--- config.mk ---
export PLATFORM = sky130hd
export DESIGN_NAME = nfec_host
export DESIGN_NICKNAME = d
export VERILOG_FILES = /design/src/logic/nfec_pkg.sv /design/src/logic/nfec_host.sv /design/src/logic/nfec_pin_cycle.sv
export VERILOG_INCLUDE_DIRS = /design/src /design/src/logic
export SDC_FILE = /design/constraint.sdc
export NUM_CORES = 1
export LEC_CHECK = 0
export ABC_AREA = 1
export BUFFER_PORTS_ARGS = -buffer_cell sky130_fd_sc_hd__buf_2
export CAP_MARGIN = 0
export CORE_MARGIN = 5
export CORE_UTILIZATION = 30
export CTS_CLUSTER_DIAMETER = 80
export DETAILED_ROUTE_END_ITERATION = 8
export GPL_ROUTABILITY_DRIVEN = 0
export PLACE_DENSITY_LB_ADDON = 0.15
export SLEW_MARGIN = 0
export SYNTH_ARGS = -nofsm -noshare
export SYNTH_HDL_FRONTEND = slang
export SYNTH_SLANG_ARGS = --single-unit
export TNS_END_PERCENT = 5
--- constraint.sdc ---
create_clock -name clk -period 3.2 [get_ports clk]
set_clock_uncertainty 0.05 [all_clocks]
set_input_delay 0.48 -clock clk [delete_from_list [all_inputs] [get_ports clk]]
set_output_delay 0.48 -clock clk [all_outputs]
set_load 0.01 [all_outputs]
--- src/logic/nfec_consts.svh ---
`ifndef NFEC_CONSTS_SVH
`define NFEC_CONSTS_SVH
// register offsets of the controller's own port
`define NFEC_REG_CTRL     4'h0
`define NFEC_REG_SECTOR   4'h1
`define NFEC_REG_ADDR     4'h2
`define NFEC_REG_DATA     4'h3
`define NFEC_REG_STATUS   4'h4
`define NFEC_REG_RDATA    4'h5
// ctrl command codes (written to ctrl low bits)
`define NFEC_OP_SECT_ERASE 4'h1
`define NFEC_OP_ADD_SECTOR 4'h2
`define NFEC_OP_SUSPEND    4'h3
`define NFEC_OP_RESUME     4'h4
`define NFEC_OP_READ       4'h5
`define NFEC_OP_RESET      4'h6
`define NFEC_OP_PROGRAM    4'h7
`define NFEC_OP_AUTOSEL    4'h8
`define NFEC_OP_SECR_ENTER 4'h9
`define NFEC_OP_SECR_EXIT  4'ha
`define NFEC_OP_BYP_ENTER  4'hb
`define NFEC_OP_BYP_EXIT   4'hc
`define NFEC_OP_BYP_PROG   4'hd
`define NFEC_OP_BUF_START  4'he
`define NFEC_OP_BUF_COMMIT 4'hf
// unlock addresses and command data
`define NFEC_UNLOCK_A1    11'h555
`define NFEC_UNLOCK_A2    11'h2aa
`define NFEC_UNLOCK_D1    8'haa
`define NFEC_UNLOCK_D2    8'h55
`define NFEC_CMD_SETUP    8'h80
`define NFEC_CMD_SERASE   8'h30
`define NFEC_CMD_SUSPEND  8'hb0
`define NFEC_CMD_RESUME   8'h30
`define NFEC_CMD_RESET    8'hf0
`define NFEC_CMD_PROG     8'ha0
`define NFEC_CMD_AUTOSEL  8'h90
`define NFEC_CMD_SECR     8'h88
`define NFEC_CMD_BYPASS   8'h20
`define NFEC_CMD_EXIT1    8'h90
`define NFEC_CMD_EXIT2    8'h00
`define NFEC_CMD_BUFLOAD  8'h25
`define NFEC_CMD_BUFCOMMIT 8'h29
// status register bit positions
`define NFEC_ST_BUSY      0
`define NFEC_ST_WIN_EXP   1
`define NFEC_ST_POLL      2
`define NFEC_ST_TOGGLE    3
`define NFEC_ST_ESTOG     4
`define NFEC_ST_RVALID    5
// timing: window in ns, cycle in ns
`define NFEC_WINDOW_NS    50000
`define NFEC_CLK_NS       40
`define NFEC_WINDOW_CYC   (`NFEC_WINDOW_NS / `NFEC_CLK_NS)
// pin timing in cycles
`define NFEC_WE_LOW_CYC   3'h2
`define NFEC_RD_CYC       3'h3
`endif

--- src/logic/nfec_pkg.sv ---
package nfec_pkg;
  // one bus cycle to the flash
  typedef struct packed {
    logic        wr;
    logic [21:0] addr;
    logic [15:0] data;
  } nfec_cyc_t;

  typedef enum logic [2:0] {
    NFEC_P_IDLE  = 3'b000,
    NFEC_P_SETUP = 3'b001,
    NFEC_P_STRB  = 3'b010,
    NFEC_P_HOLD  = 3'b011,
    NFEC_P_DONE  = 3'b100
  } nfec_pst_t;

  typedef enum logic [2:0] {
    NFEC_S_IDLE   = 3'b000,
    NFEC_S_ISSUE  = 3'b001,
    NFEC_S_WAIT   = 3'b010,
    NFEC_S_READ   = 3'b011
  } nfec_st_t;
endpackage : nfec_pkg

--- src/logic/nfec_host.sv ---
// The plain strobed port and the register addresses are this design's own decisions.
`include "nfec_consts.svh"
// Function
// - erase: five unlock/setup writes, then sector/30
// - extra sectors issued within 50 us
// - hardware reset aborts; erase is reissued whole
// - buffer load: unlock, sector/25, count, pairs
// - commit buffer with 29 at sector
// - load count is locations minus one
module nfec_host #(
  parameter int WINDOW_CYC = `NFEC_WINDOW_CYC  // sector window in cycles
) (
  input  wire logic        clk,        // 25 MHz clock
  input  wire logic        arst_n,     // async reset, active low
  input  wire logic [3:0]  reg_addr,   // register address
  input  wire logic [31:0] reg_wdata,  // register write data
  input  wire logic        reg_wr,     // write strobe
  input  wire logic        reg_rd,     // read strobe
  output logic [31:0]      reg_rdata,  // read data, cycle after strobe
  output logic [21:0]      f_addr,     // flash address pins
  output logic [15:0]      f_dq_o,     // flash data out
  output logic [15:0]      f_dq_oe,    // data drive enable, one bit copied to all 16
  input  wire logic [15:0] f_dq_i,     // flash data in
  output logic             f_ce_n,     // chip enable
  output logic             f_we_n,     // write strobe
  output logic             f_oe_n,     // output enable
  output logic             f_reset_n   // hardware reset to flash
);
  ////////////////////////////////////////////////////////////////////////////
  // pin input synchroniser
  logic [15:0] dq_s1_q;
  logic [15:0] dq_s2_q;
  always_ff @(posedge clk or negedge arst_n)
  begin
    if (!arst_n)
    begin
      dq_s1_q <= 16'h0;
      dq_s2_q <= 16'h0;
    end
    else
    begin
      dq_s1_q <= f_dq_i;
      dq_s2_q <= dq_s1_q;
    end
  end

  ////////////////////////////////////////////////////////////////////////////
  // software registers
  logic [21:0] sector_q;   // sector_select_address
  logic [21:0] addr_q;     // program_target_address
  logic [15:0] data_q;     // program_write_value or load_count_minus_one
  logic        rst_q;      // flash reset drive
  logic        win_exp_q;  // window expired, host view
  logic [31:0] rdata_q;

  wire wr_ctrl   = reg_wr && (reg_addr == `NFEC_REG_CTRL);
  wire [3:0] op  = reg_wdata[3:0];
  wire rst_cmd   = wr_ctrl && reg_wdata[31];

  ////////////////////////////////////////////////////////////////////////////
  // command sequence table: up to six cycles per op
  logic [2:0]            n_cyc;
  nfec_pkg::nfec_cyc_t   seq [6];
  logic [3:0]            op_q;
  logic [2:0]            idx_q;
  nfec_pkg::nfec_st_t    st_q;
  logic                  start;
  logic                  pc_busy;
  logic                  pc_done;
  logic [15:0]           pc_rdata;
  logic                  dq_oe1;     // one enable from the pin cycle
  wire [21:0] a555 = {11'h0, `NFEC_UNLOCK_A1};
  wire [21:0] a2aa = {11'h0, `NFEC_UNLOCK_A2};
  wire nfec_pkg::nfec_cyc_t u1 = '{1'b1, a555, {8'h0, `NFEC_UNLOCK_D1}};
  wire nfec_pkg::nfec_cyc_t u2 = '{1'b1, a2aa, {8'h0, `NFEC_UNLOCK_D2}};

  // sequences; unlisted slots hold a harmless read
  always_comb
  begin
    n_cyc = 3'h1;
    for (int i = 0; i < 6; i++)
      seq[i] = '{1'b0, addr_q, 16'h0};
    case (op_q)
      `NFEC_OP_SECT_ERASE:
      begin
        n_cyc  = 3'h6;
        seq[0] = u1;
        seq[1] = u2;
        seq[2] = '{1'b1, a555, {8'h0, `NFEC_CMD_SETUP}};
        seq[3] = u1;
        seq[4] = u2;
        seq[5] = '{1'b1, sector_q, {8'h0, `NFEC_CMD_SERASE}};
      end
      `NFEC_OP_ADD_SECTOR:
        seq[0] = '{1'b1, sector_q, {8'h0, `NFEC_CMD_SERASE}};
      `NFEC_OP_SUSPEND:
        seq[0] = '{1'b1, addr_q, {8'h0, `NFEC_CMD_SUSPEND}};
      `NFEC_OP_RESUME:
        seq[0] = '{1'b1, addr_q, {8'h0, `NFEC_CMD_RESUME}};
      `NFEC_OP_RESET:
        seq[0] = '{1'b1, addr_q, {8'h0, `NFEC_CMD_RESET}};
      `NFEC_OP_PROGRAM:
      begin
        n_cyc  = 3'h4;
        seq[0] = u1;
        seq[1] = u2;
        seq[2] = '{1'b1, a555, {8'h0, `NFEC_CMD_PROG}};
        seq[3] = '{1'b1, addr_q, data_q};
      end
      `NFEC_OP_AUTOSEL:
      begin
        n_cyc  = 3'h3;
        seq[0] = u1;
        seq[1] = u2;
        seq[2] = '{1'b1, a555, {8'h0, `NFEC_CMD_AUTOSEL}};
      end
      `NFEC_OP_SECR_ENTER:
      begin
        n_cyc  = 3'h3;
        seq[0] = u1;
        seq[1] = u2;
        seq[2] = '{1'b1, a555, {8'h0, `NFEC_CMD_SECR}};
      end
      `NFEC_OP_SECR_EXIT:
      begin
        n_cyc  = 3'h4;
        seq[0] = u1;
        seq[1] = u2;
        seq[2] = '{1'b1, a555, {8'h0, `NFEC_CMD_EXIT1}};
        seq[3] = '{1'b1, addr_q, {8'h0, `NFEC_CMD_EXIT2}};
      end
      `NFEC_OP_BYP_ENTER:
      begin
        n_cyc  = 3'h3;
        seq[0] = u1;
        seq[1] = u2;
        seq[2] = '{1'b1, a555, {8'h0, `NFEC_CMD_BYPASS}};
      end
      `NFEC_OP_BYP_PROG:
      begin
        n_cyc  = 3'h2;
        seq[0] = '{1'b1, addr_q, {8'h0, `NFEC_CMD_PROG}};
        seq[1] = '{1'b1, addr_q, data_q};
      end
      `NFEC_OP_BYP_EXIT:
      begin
        n_cyc  = 3'h2;
        seq[0] = '{1'b1, addr_q, {8'h0, `NFEC_CMD_EXIT1}};
        seq[1] = '{1'b1, addr_q, {8'h0, `NFEC_CMD_EXIT2}};
      end
      `NFEC_OP_BUF_START:
      begin
        n_cyc  = 3'h4;
        seq[0] = u1;
        seq[1] = u2;
        seq[2] = '{1'b1, sector_q, {8'h0, `NFEC_CMD_BUFLOAD}};
        seq[3] = '{1'b1, sector_q, data_q};  // software writes count-1
      end
      `NFEC_OP_BUF_COMMIT:
        seq[0] = '{1'b1, sector_q, {8'h0, `NFEC_CMD_BUFCOMMIT}};
      default:
        seq[0] = '{1'b0, addr_q, 16'h0};  // plain read, also buffer data via program
    endcase
  end

  ////////////////////////////////////////////////////////////////////////////
  // window timer: restarts at each erase-write end, flags expiry
  logic [$clog2(WINDOW_CYC+1)-1:0] win_cnt_q;
  logic                            win_run_q;
  wire erase_wr_done = pc_done && st_q == nfec_pkg::NFEC_S_WAIT && idx_q == n_cyc - 3'h1
                       && (op_q == `NFEC_OP_SECT_ERASE || op_q == `NFEC_OP_ADD_SECTOR);
  wire win_end       = win_run_q && (win_cnt_q == '0);
  always_ff @(posedge clk or negedge arst_n)
  begin
    if (!arst_n)
    begin
      win_cnt_q <= '0;
      win_run_q <= 1'b0;
      win_exp_q <= 1'b0;
    end
    else if (erase_wr_done)
    begin
      win_cnt_q <= ($clog2(WINDOW_CYC+1))'(WINDOW_CYC - 1);
      win_run_q <= 1'b1;
      win_exp_q <= 1'b0;
    end
    else if (win_end)
    begin
      win_run_q <= 1'b0;
      win_exp_q <= 1'b1;  // later additions may be lost
    end
    else if (win_run_q)
      win_cnt_q <= win_cnt_q - 1'b1;
  end

  ////////////////////////////////////////////////////////////////////////////
  // sequencer: issues one flash cycle at a time
  always_ff @(posedge clk or negedge arst_n)
  begin
    if (!arst_n)
    begin
      st_q  <= nfec_pkg::NFEC_S_IDLE;
      op_q  <= 4'h0;
      idx_q <= 3'h0;
      rst_q <= 1'b0;
    end
    else
    begin
      rst_q <= rst_cmd;  // pulse of reset aborts erase
      case (st_q)
        nfec_pkg::NFEC_S_IDLE:
          if (wr_ctrl && !rst_cmd)
          begin
            op_q  <= op;
            idx_q <= 3'h0;
            st_q  <= nfec_pkg::NFEC_S_ISSUE;
          end
        nfec_pkg::NFEC_S_ISSUE:
          st_q <= nfec_pkg::NFEC_S_WAIT;
        nfec_pkg::NFEC_S_WAIT:
          if (pc_done)
          begin
            if (idx_q == n_cyc - 3'h1)
              st_q <= nfec_pkg::NFEC_S_IDLE;
            else
            begin
              idx_q <= idx_q + 3'h1;
              st_q  <= nfec_pkg::NFEC_S_ISSUE;
            end
          end
        default:
          st_q <= nfec_pkg::NFEC_S_IDLE;
      endcase
    end
  end
  assign start = (st_q == nfec_pkg::NFEC_S_ISSUE);

  nfec_pin_cycle u_pc (
    .clk     (clk),
    .arst_n  (arst_n),
    .start   (start),
    .cyc     (seq[idx_q]),
    .busy    (pc_busy),
    .done    (pc_done),
    .rdata   (pc_rdata),
    .f_addr  (f_addr),
    .f_dq_o  (f_dq_o),
    .f_dq_oe (dq_oe1),
    .f_dq_i  (dq_s2_q),
    .f_ce_n  (f_ce_n),
    .f_we_n  (f_we_n),
    .f_oe_n  (f_oe_n)
  );
  assign f_dq_oe   = {16{dq_oe1}};
  assign f_reset_n = ~rst_q;

  ////////////////////////////////////////////////////////////////////////////
  // register writes and read port
  wire [31:0] status_w = {26'h0,
                          ~pc_busy,
                          pc_rdata[2],        // erase_sector_toggle_bit
                          pc_rdata[6],        // toggle_status_bit
                          pc_rdata[7],        // data_poll_bit
                          pc_rdata[3] | win_exp_q,  // erase_window_expired_flag
                          (st_q != nfec_pkg::NFEC_S_IDLE)};
  wire [31:0] rd_mux = (reg_addr == `NFEC_REG_SECTOR) ? {10'h0, sector_q} :
                       (reg_addr == `NFEC_REG_ADDR)   ? {10'h0, addr_q} :
                       (reg_addr == `NFEC_REG_DATA)   ? {16'h0, data_q} :
                       (reg_addr == `NFEC_REG_STATUS) ? status_w :
                       (reg_addr == `NFEC_REG_RDATA)  ? {16'h0, pc_rdata} :
                       (reg_addr == `NFEC_REG_CTRL)   ? {28'h0, op_q} : 32'h0;
  always_ff @(posedge clk or negedge arst_n)
  begin
    if (!arst_n)
    begin
      sector_q <= 22'h0;
      addr_q   <= 22'h0;
      data_q   <= 16'h0;
      rdata_q  <= 32'h0;
    end
    else
    begin
      if (reg_wr && reg_addr == `NFEC_REG_SECTOR)
        sector_q <= reg_wdata[21:0];
      if (reg_wr && reg_addr == `NFEC_REG_ADDR)
        addr_q <= reg_wdata[21:0];
      if (reg_wr && reg_addr == `NFEC_REG_DATA)
        data_q <= reg_wdata[15:0];
      if (reg_rd)
        rdata_q <= rd_mux;
    end
  end
  assign reg_rdata = rdata_q;
endmodule : nfec_host

--- src/logic/nfec_pin_cycle.sv ---
`include "nfec_consts.svh"
// drives one read or write bus cycle on the flash pins
module nfec_pin_cycle (
  input  wire logic              clk,       // system clock
  input  wire logic              arst_n,    // async reset
  input  wire logic              start,     // begin a cycle
  input  wire nfec_pkg::nfec_cyc_t cyc,     // cycle content
  output logic                   busy,      // cycle in flight
  output logic                   done,      // pulse at end
  output logic [15:0]            rdata,     // captured read data
  output logic [21:0]            f_addr,    // flash address
  output logic [15:0]            f_dq_o,    // flash data out
  output logic                   f_dq_oe,   // data drive enable
  input  wire logic [15:0]       f_dq_i,    // flash data in (synced)
  output logic                   f_ce_n,    // chip enable
  output logic                   f_we_n,    // write strobe
  output logic                   f_oe_n     // output enable
);
  nfec_pkg::nfec_pst_t st_q;
  logic [2:0]          cnt_q;
  logic                wr_q;
  wire                 cnt_zero = (cnt_q == 3'h0);

  ////////////////////////////////////////////////////////////////////////////
  // phase sequencing; rising edge of we_n ends the write
  always_ff @(posedge clk or negedge arst_n)
  begin
    if (!arst_n)
    begin
      st_q    <= nfec_pkg::NFEC_P_IDLE;
      cnt_q   <= 3'h0;
      wr_q    <= 1'b0;
      f_addr  <= 22'h0;
      f_dq_o  <= 16'h0;
      f_dq_oe <= 1'b0;
      f_ce_n  <= 1'b1;
      f_we_n  <= 1'b1;
      f_oe_n  <= 1'b1;
      rdata   <= 16'h0;
    end
    else
    begin
      case (st_q)
        nfec_pkg::NFEC_P_IDLE:
          if (start)
          begin
            st_q    <= nfec_pkg::NFEC_P_SETUP;
            wr_q    <= cyc.wr;
            f_addr  <= cyc.addr;
            f_dq_o  <= cyc.data;
            f_dq_oe <= cyc.wr;
            f_ce_n  <= 1'b0;
          end
        nfec_pkg::NFEC_P_SETUP:
        begin
          st_q   <= nfec_pkg::NFEC_P_STRB;
          cnt_q  <= wr_q ? `NFEC_WE_LOW_CYC : `NFEC_RD_CYC;
          f_we_n <= ~wr_q;
          f_oe_n <= wr_q;
        end
        nfec_pkg::NFEC_P_STRB:
          if (cnt_zero)
          begin
            st_q   <= nfec_pkg::NFEC_P_HOLD;
            f_we_n <= 1'b1;
            f_oe_n <= 1'b1;
            if (!wr_q)
              rdata <= f_dq_i;
          end
          else
            cnt_q <= cnt_q - 3'h1;
        nfec_pkg::NFEC_P_HOLD:
        begin
          st_q    <= nfec_pkg::NFEC_P_DONE;
          f_ce_n  <= 1'b1;
          f_dq_oe <= 1'b0;
        end
        nfec_pkg::NFEC_P_DONE:
          st_q <= nfec_pkg::NFEC_P_IDLE;
        default:
          st_q <= nfec_pkg::NFEC_P_IDLE;
      endcase
    end
  end

  assign busy = (st_q != nfec_pkg::NFEC_P_IDLE);
  assign done = (st_q == nfec_pkg::NFEC_P_DONE);
endmodule : nfec_pin_cycle

==> impl_results.md, run 1 <==
* Status: completed
* Synth top area share at 47.6%
* FF+latch area at 5060 um^2
* Number of synthesized flops with an enable pin at 0
* Syn Std Cell Area at 10500 um^2
* Internal power at 5.84 mW
* Vias in the first global route at 9133
* CP max stage delay at 470 ps
* Hold Vio Cnt, Final at 0
* Number of max-cap violations at 0
* Maximum clock path buffer count at 3
* CP endpoint kind: register
* Post-CTS sizing at 0
* Routed length per instance at 18.0 um
* Switching Fraction at 37.8%
* Endpoints failing setup at 0
* Combinational power share at 31.5%
* Final nets at 1545
* Clock power frac at 30.2%
* Post-synthesis sequential area ratio at 48.3%
* TritonCTS Buffers at 24
* CP startpoint kind: register
* Row cnt at 68
* WP data required at 3570 ps
* R2R setup slack at 640 ps
* Die Y at 197 um
* Max Slew Vio Count at 0
* Leak Pwr at 6.41 nW
* Initial Util at 30.4%
* CTS Root Cell: clkbuf_16
* # clock sinks at 202
* Num ports at 146
* Final Routed Wirelength at 35200 um
* CP Capture Point: win_exp_q$_DFFE_PN0P_
* Async SR Flop Fraction at 100%
* Largest net degree at the start of global routing at 77
* Type of the worst min-delay path: input pin to register
* Pre-CTS setup slack at 680 ps
* Syn-to-layout area delta at 19.7%
* First-pass GRT wire length at 55000 um
* Crit-path slowest cell: dfrtp_1
* Syn avg cell area at 7.70 um^2
* Synth area leaders: dfrtp_1, nand2_1, o21ai_0
* Post-route setup TNS at 0 ps
* PD cells at 749 nW/um^2
* Die width at 197 um
* Post-DP HPWL at 26000 um
* Area leader, netlist: dfrtp_1
* RSZ-0062 raised after global routing: false
* # DRC at 0
* Filler cells at 3701
* Yosys warns at 0
* Synth Instances at 1359
* DR vias at 9518
* Maximum fanout along the worst path at 13
* Commonest cells after routing, fill and taps aside: nand2_1, dfrtp_1, inv_1, o21ai_0, buf_2
* Crit-path cells: nand2_1, inv_1, nand2_1, inv_1, a211oi_1, ha_1, xor2_1, o21bai_1, nand3_1, nor2_1, nand4_1, buf_4, o21ai_0, inv_1
* Die ar. at 38700 um^2
* Relative slew slack at 57.8%
* Arrival @ worst endpoint at 2930 ps
* Worst-path clk slew at 60 ps
* Unique masters post-synth at 45
* Global route overflow at 0
* Core Area at 34500 um^2
* R2R depth at 14
* Flop and latch count out of synthesis at 202
* Pre-antenna DRT Iters at 5
* Final non-filler cell total at 1956
* Period utilisation layout at 80.1%
* Port Buffer Count at 126
* Antenna Nets Post-Route at 0
* Reg2reg end: win_exp_q$_DFFE_PN0P_
* Initial drt markers at 762
* Worst setup startpoint: op_q[2]$_DFFE_PN0P_
* Most frequent cell on the critical path: inv_1
* Layout cell share with drive strength beyond 1 at 15.3%
* Fin util at 36.4%
* Commonest non-fill, non-tap cell in the layout: nand2_1
* Switching pwr at 3.55 mW
* CTS tree: yes
* Sequential power share at 38.3%
* Setup CP Type: register to register
* Multi-input gate area at 4410 um^2
* Hold WS at 161 ps
* Clk Latency, worst-skew pair at 530 ps
* Min Tclk post-route at 2560 ps
* Placed insts at 1896
* Initial antenna violation count at 0
* Actual slew at the worst max-slew pin at 633 ps
* GR Util All Layers at 17.9%
* Reg2reg start: op_q[2]$_DFFE_PN0P_
* VDD IR-drop max at 0.289 mV
* Max Freq at 0.390 GHz
* Final Worst Setup Slack at 636 ps
* Antenna cells at 0
* Ys flop type: dfrtp_1
* Routed vias/inst at 4.87
* H-tree depth at 1
-- worst max-delay path, delay by kind of cell (launching register included) --
kind	cells	cell delay (ps)
flops	1	470
simple gates	5	640
compound gates	3	440
xor+xnor	1	190
fa+ha+maj	1	200
buf+inv	4	440
-- layout make-up --
class,instances,area share [%]
Sequential cell,202,40.4
Multi-Input combinational cell,925,35.2
Timing Repair Buffer,173,8.46
Clock buffer,33,5.62
Inverter,158,4.73
Tap cell,455,4.54
Clock inverter,10,1.03
-- per-stage QoR --
stage | power (mW) | area (um^2)
after floorplan | 5.55 | 10500
final | 9.39 | 12500
after CTS | 9.48 | 12500
after detailed placement | 6.58 | 11500
after global placement | 6.54 | 11500
after global routing | 10.0 | 12500
-- layer usage --
layer  vias to the layer above  part of all wire, %  GRT usage (%)
met5                         -                    0              0
met3                        50                  6.5           2.80
li1                       4682                    -              -
met4                         0                  2.1           4.34
met2                       328                   45           28.0
met1                      4458                   47           26.0
-- what timing repair did --
action	CTS	global route
buffers inserted	0	0
endpoints found under the hold margin	89	0
hold buffers	17	0
-- kinds of logic after synthesis --
family                     count (synthesis)  share of synthesized area, %
AOI/OAI and AO/OA                        319                          17.2
xor gates and xnor gates                   6                         0.502
adders and majority gates                  5                         0.598
buffers and inverters                    241                          9.82
DFF                                      202                          48.3
muxes                                      2                         0.215
other                                      1                        0.0358
and+or+nand+nor                          583                          23.3
-- registers in the layout (all words and copies together), names as in the netlist, 11 cells and up --
signal	flops
addr_q	22
data_q	16
dq_s1_q	16
dq_s2_q	16
reg_rdata	22
sector_q	22
u_pc.f_addr	22
u_pc.f_dq_o	16
u_pc.rdata	16
win_cnt_q	11
-- how the worst min path moves through the flow --
stage	cells after the start	slack [ps]	end	start
after global routing	3	150	rst_q$_DFF_PN0_	reg_wdata[31]
after floorplan	0	130	addr_q[0]$_DFFE_PN0P_	arst_n
after global placement	0	290	dq_s2_q[13]$_DFF_PN0_	dq_s1_q[13]$_DFF_PN0_
final	3	160	rst_q$_DFF_PN0_	reg_wdata[31]
after CTS	3	140	rst_q$_DFF_PN0_	reg_wdata[31]
after detailed placement	0	280	dq_s2_q[7]$_DFF_PN0_	dq_s1_q[7]$_DFF_PN0_
-- Yosys cell counts, types with 4 or more instances --
cell / count
buf_2: 5
nand4_1: 16
nor2_1: 120
o21ai_1: 8
o211ai_1: 12
a31oi_1: 9
a211oi_1: 9
clkbuf_1: 46
nand3_1: 62
nor2_2: 4
ha_1: 5
buf_4: 29
inv_1: 151
dfrtp_1: 199
a221oi_1: 8
o221ai_1: 6
nor3_1: 7
o21ai_0: 141
a21oi_1: 81
inv_2: 4
o22ai_1: 26
a22oi_1: 10
nand2_2: 4
nand2_1: 355
xor2_1: 6
-- power by group through the flow --
stage	registers [mW]	logic [mW]	clock network, mW
after CTS	3.59	2.97	2.91
after global placement	3.62	2.92	0
after detailed placement	3.63	2.94	0
after floorplan	3.54	2.01	0
final	3.59	2.96	2.84
after global routing	3.67	3.35	3.02
Power figures use the tool's default switching activity.
==> inputs of run 2 (changes only) <==
==> constraint.sdc (replaced) <==
create_clock -name clk -period 2.6 [get_ports clk]
set_clock_uncertainty 0.05 [all_clocks]
set_input_delay 0.39 -clock clk [delete_from_list [all_inputs] [get_ports clk]]
set_output_delay 0.39 -clock clk [all_outputs]
set_load 0.01 [all_outputs]
==> run 2 against run 1 <==
Global-route usage grew 0.23 points; setup slack lost 470 ps; non-clock buffer count grew 12; first-iteration DRC count grew 9.1%; hold slack lost 98 ps; power grew 24%; register-to-register slack lost 470 ps; critical endpoint unchanged.
==> impl_results.md, run 2 (synthesis gave the netlist of run 1 again) <==
* Final Worst Setup Slack at 168 ps
* TritonCTS Buffers at 25
* Syn-to-layout area delta at 20.8%
* Die ar. at 38700 um^2
* CTS Root Cell: clkbuf_16
* Global route overflow at 0
* Worst hold stages at 3
* R2R depth at 13
* Post-route setup TNS at 0 ps
* Endpoints failing setup at 0
* Row cnt at 68
* Status: completed
* GR Util All Layers at 18.1%
* First-pass GRT wire length at 55900 um
* Arrival @ worst endpoint at 2810 ps
* Fin util at 36.7%
* Final nets at 1558
* Relative slew slack at 39.3%
* Period utilisation layout at 93.6%
* CP endpoint kind: register
* DR vias at 9590
* H-tree depth at 1
* Core Area at 34500 um^2
* Initial Util at 30.4%
* Commonest cells after routing, fill and taps aside: nand2_1, dfrtp_1, inv_1, o21ai_0, buf_2
* Setup CP Type: register to register
* Commonest non-fill, non-tap cell in the layout: nand2_1
* Post-DP HPWL at 26700 um
* Leak Pwr at 6.49 nW
* Maximum clock path buffer count at 3
* # clock sinks at 202
* Hold Vio Cnt, Final at 0
* Antenna cells at 0
* Actual slew at the worst max-slew pin at 907 ps
* Worst-path clk slew at 60 ps
* Layout cell share with drive strength beyond 1 at 16.0%
* Hold path start: reg_wdata[21]
* Reg2reg start: op_q[3]$_DFFE_PN0P_
* Placed Area at 11600 um^2
* Pre-antenna DRT Iters at 7
* Max Freq at 0.411 GHz
* VDD IR-drop max at 0.384 mV
* RSZ-0062 raised after global routing: false
* Pre-CTS setup slack at 206 ps
* Antenna Nets Post-Route at 0
* PD cells at 922 nW/um^2
* Min Tclk post-route at 2430 ps
* Die width at 197 um
* Maximum fanout along the worst path at 13
* Type of the worst min-delay path: input pin to register
* Final non-filler cell total at 1968
* WP data required at 2980 ps
* Power after layout at 11.7 mW
* Initial antenna violation count at 0
* Vias in the first global route at 9414
* Final Cell Area at 12600 um^2
* Multi-input gate area at 4410 um^2
* CTS tree: yes
* Placed insts at 1908
* Worst setup startpoint: op_q[3]$_DFFE_PN0P_
* CP startpoint kind: register
* Clk Latency, worst-skew pair at 540 ps
* Num ports at 146
* Number of max-cap violations at 0
* # DRC at 0
* Routed vias/inst at 4.87
* Die Y at 197 um
* FF+latch area at 5060 um^2
* Final Routed Wirelength at 35600 um
* Filler cells at 3654
* Routed length per instance at 18.1 um
* Port Buffer Count at 126
* Hold WS at 63.7 ps
* Largest net degree at the start of global routing at 55
* Max Slew Vio Count at 0
* Initial drt markers at 831
## run 2: worst paths after layout
| kind | to | slack [ps] |
|---|---|---|
| min in group asynchronous | dq_s2_q[3]$_DFF_PN0_ | 330 |
| worst min register to register | dq_s2_q[3]$_DFF_PN0_ | 290 |
| max in group asynchronous | u_pc.f_ce_n$_DFFE_PN1P_ | 1470 |
| worst max register to register | win_exp_q$_DFFE_PN0P_ | 170 |
| worst max-delay path | win_exp_q$_DFFE_PN0P_ | 170 |
| worst min-delay path | addr_q[21]$_DFFE_PN0P_ | 60 |
## run 2: worst max-delay path, stage by stage, from the launching register on
cell      delay (ps)
dfrtp_1          440
inv_2            110
nor2_2           230
nand2_1          180
nand4_2          170
ha_1             170
xor2_1           190
o21bai_1         140
nand3_1           90
nor2_1           130
nand4_1          100
buf_4            190
o21ai_0           80
inv_1             60
## run 2: power by group
part / internal [mW] / switching, mW
logic: 1.33 / 2.37
clock network: 2.11 / 1.40
registers: 3.82 / 0.627
total: 7.25 / 4.40
## run 2: what timing repair did
item	in CTS	in global routing
endpoints found under the setup margin	0	1
hold endpoints to repair	65	0
gates resized for setup	0	1
hold buffers	17	0
buffers inserted	0	0
## run 2: area by class of cell
type | count | share of cell area, %
clock inverters | 10 | 0.970
well taps | 455 | 4.50
clock buffers | 33 | 5.58
repair buffers | 185 | 9.30
multi-input cells | 925 | 34.9
flip-flops and latches | 202 | 40.0
inverters | 158 | 4.69
## run 2: layer usage
metal,wire [um],up-vias,GRT usage [%]
met4,572,0,3.78
met2,16300,277,28.8
met3,2210,42,2.74
li1,-,4695,-
met5,0,-,0
met1,16500,4576,26.3
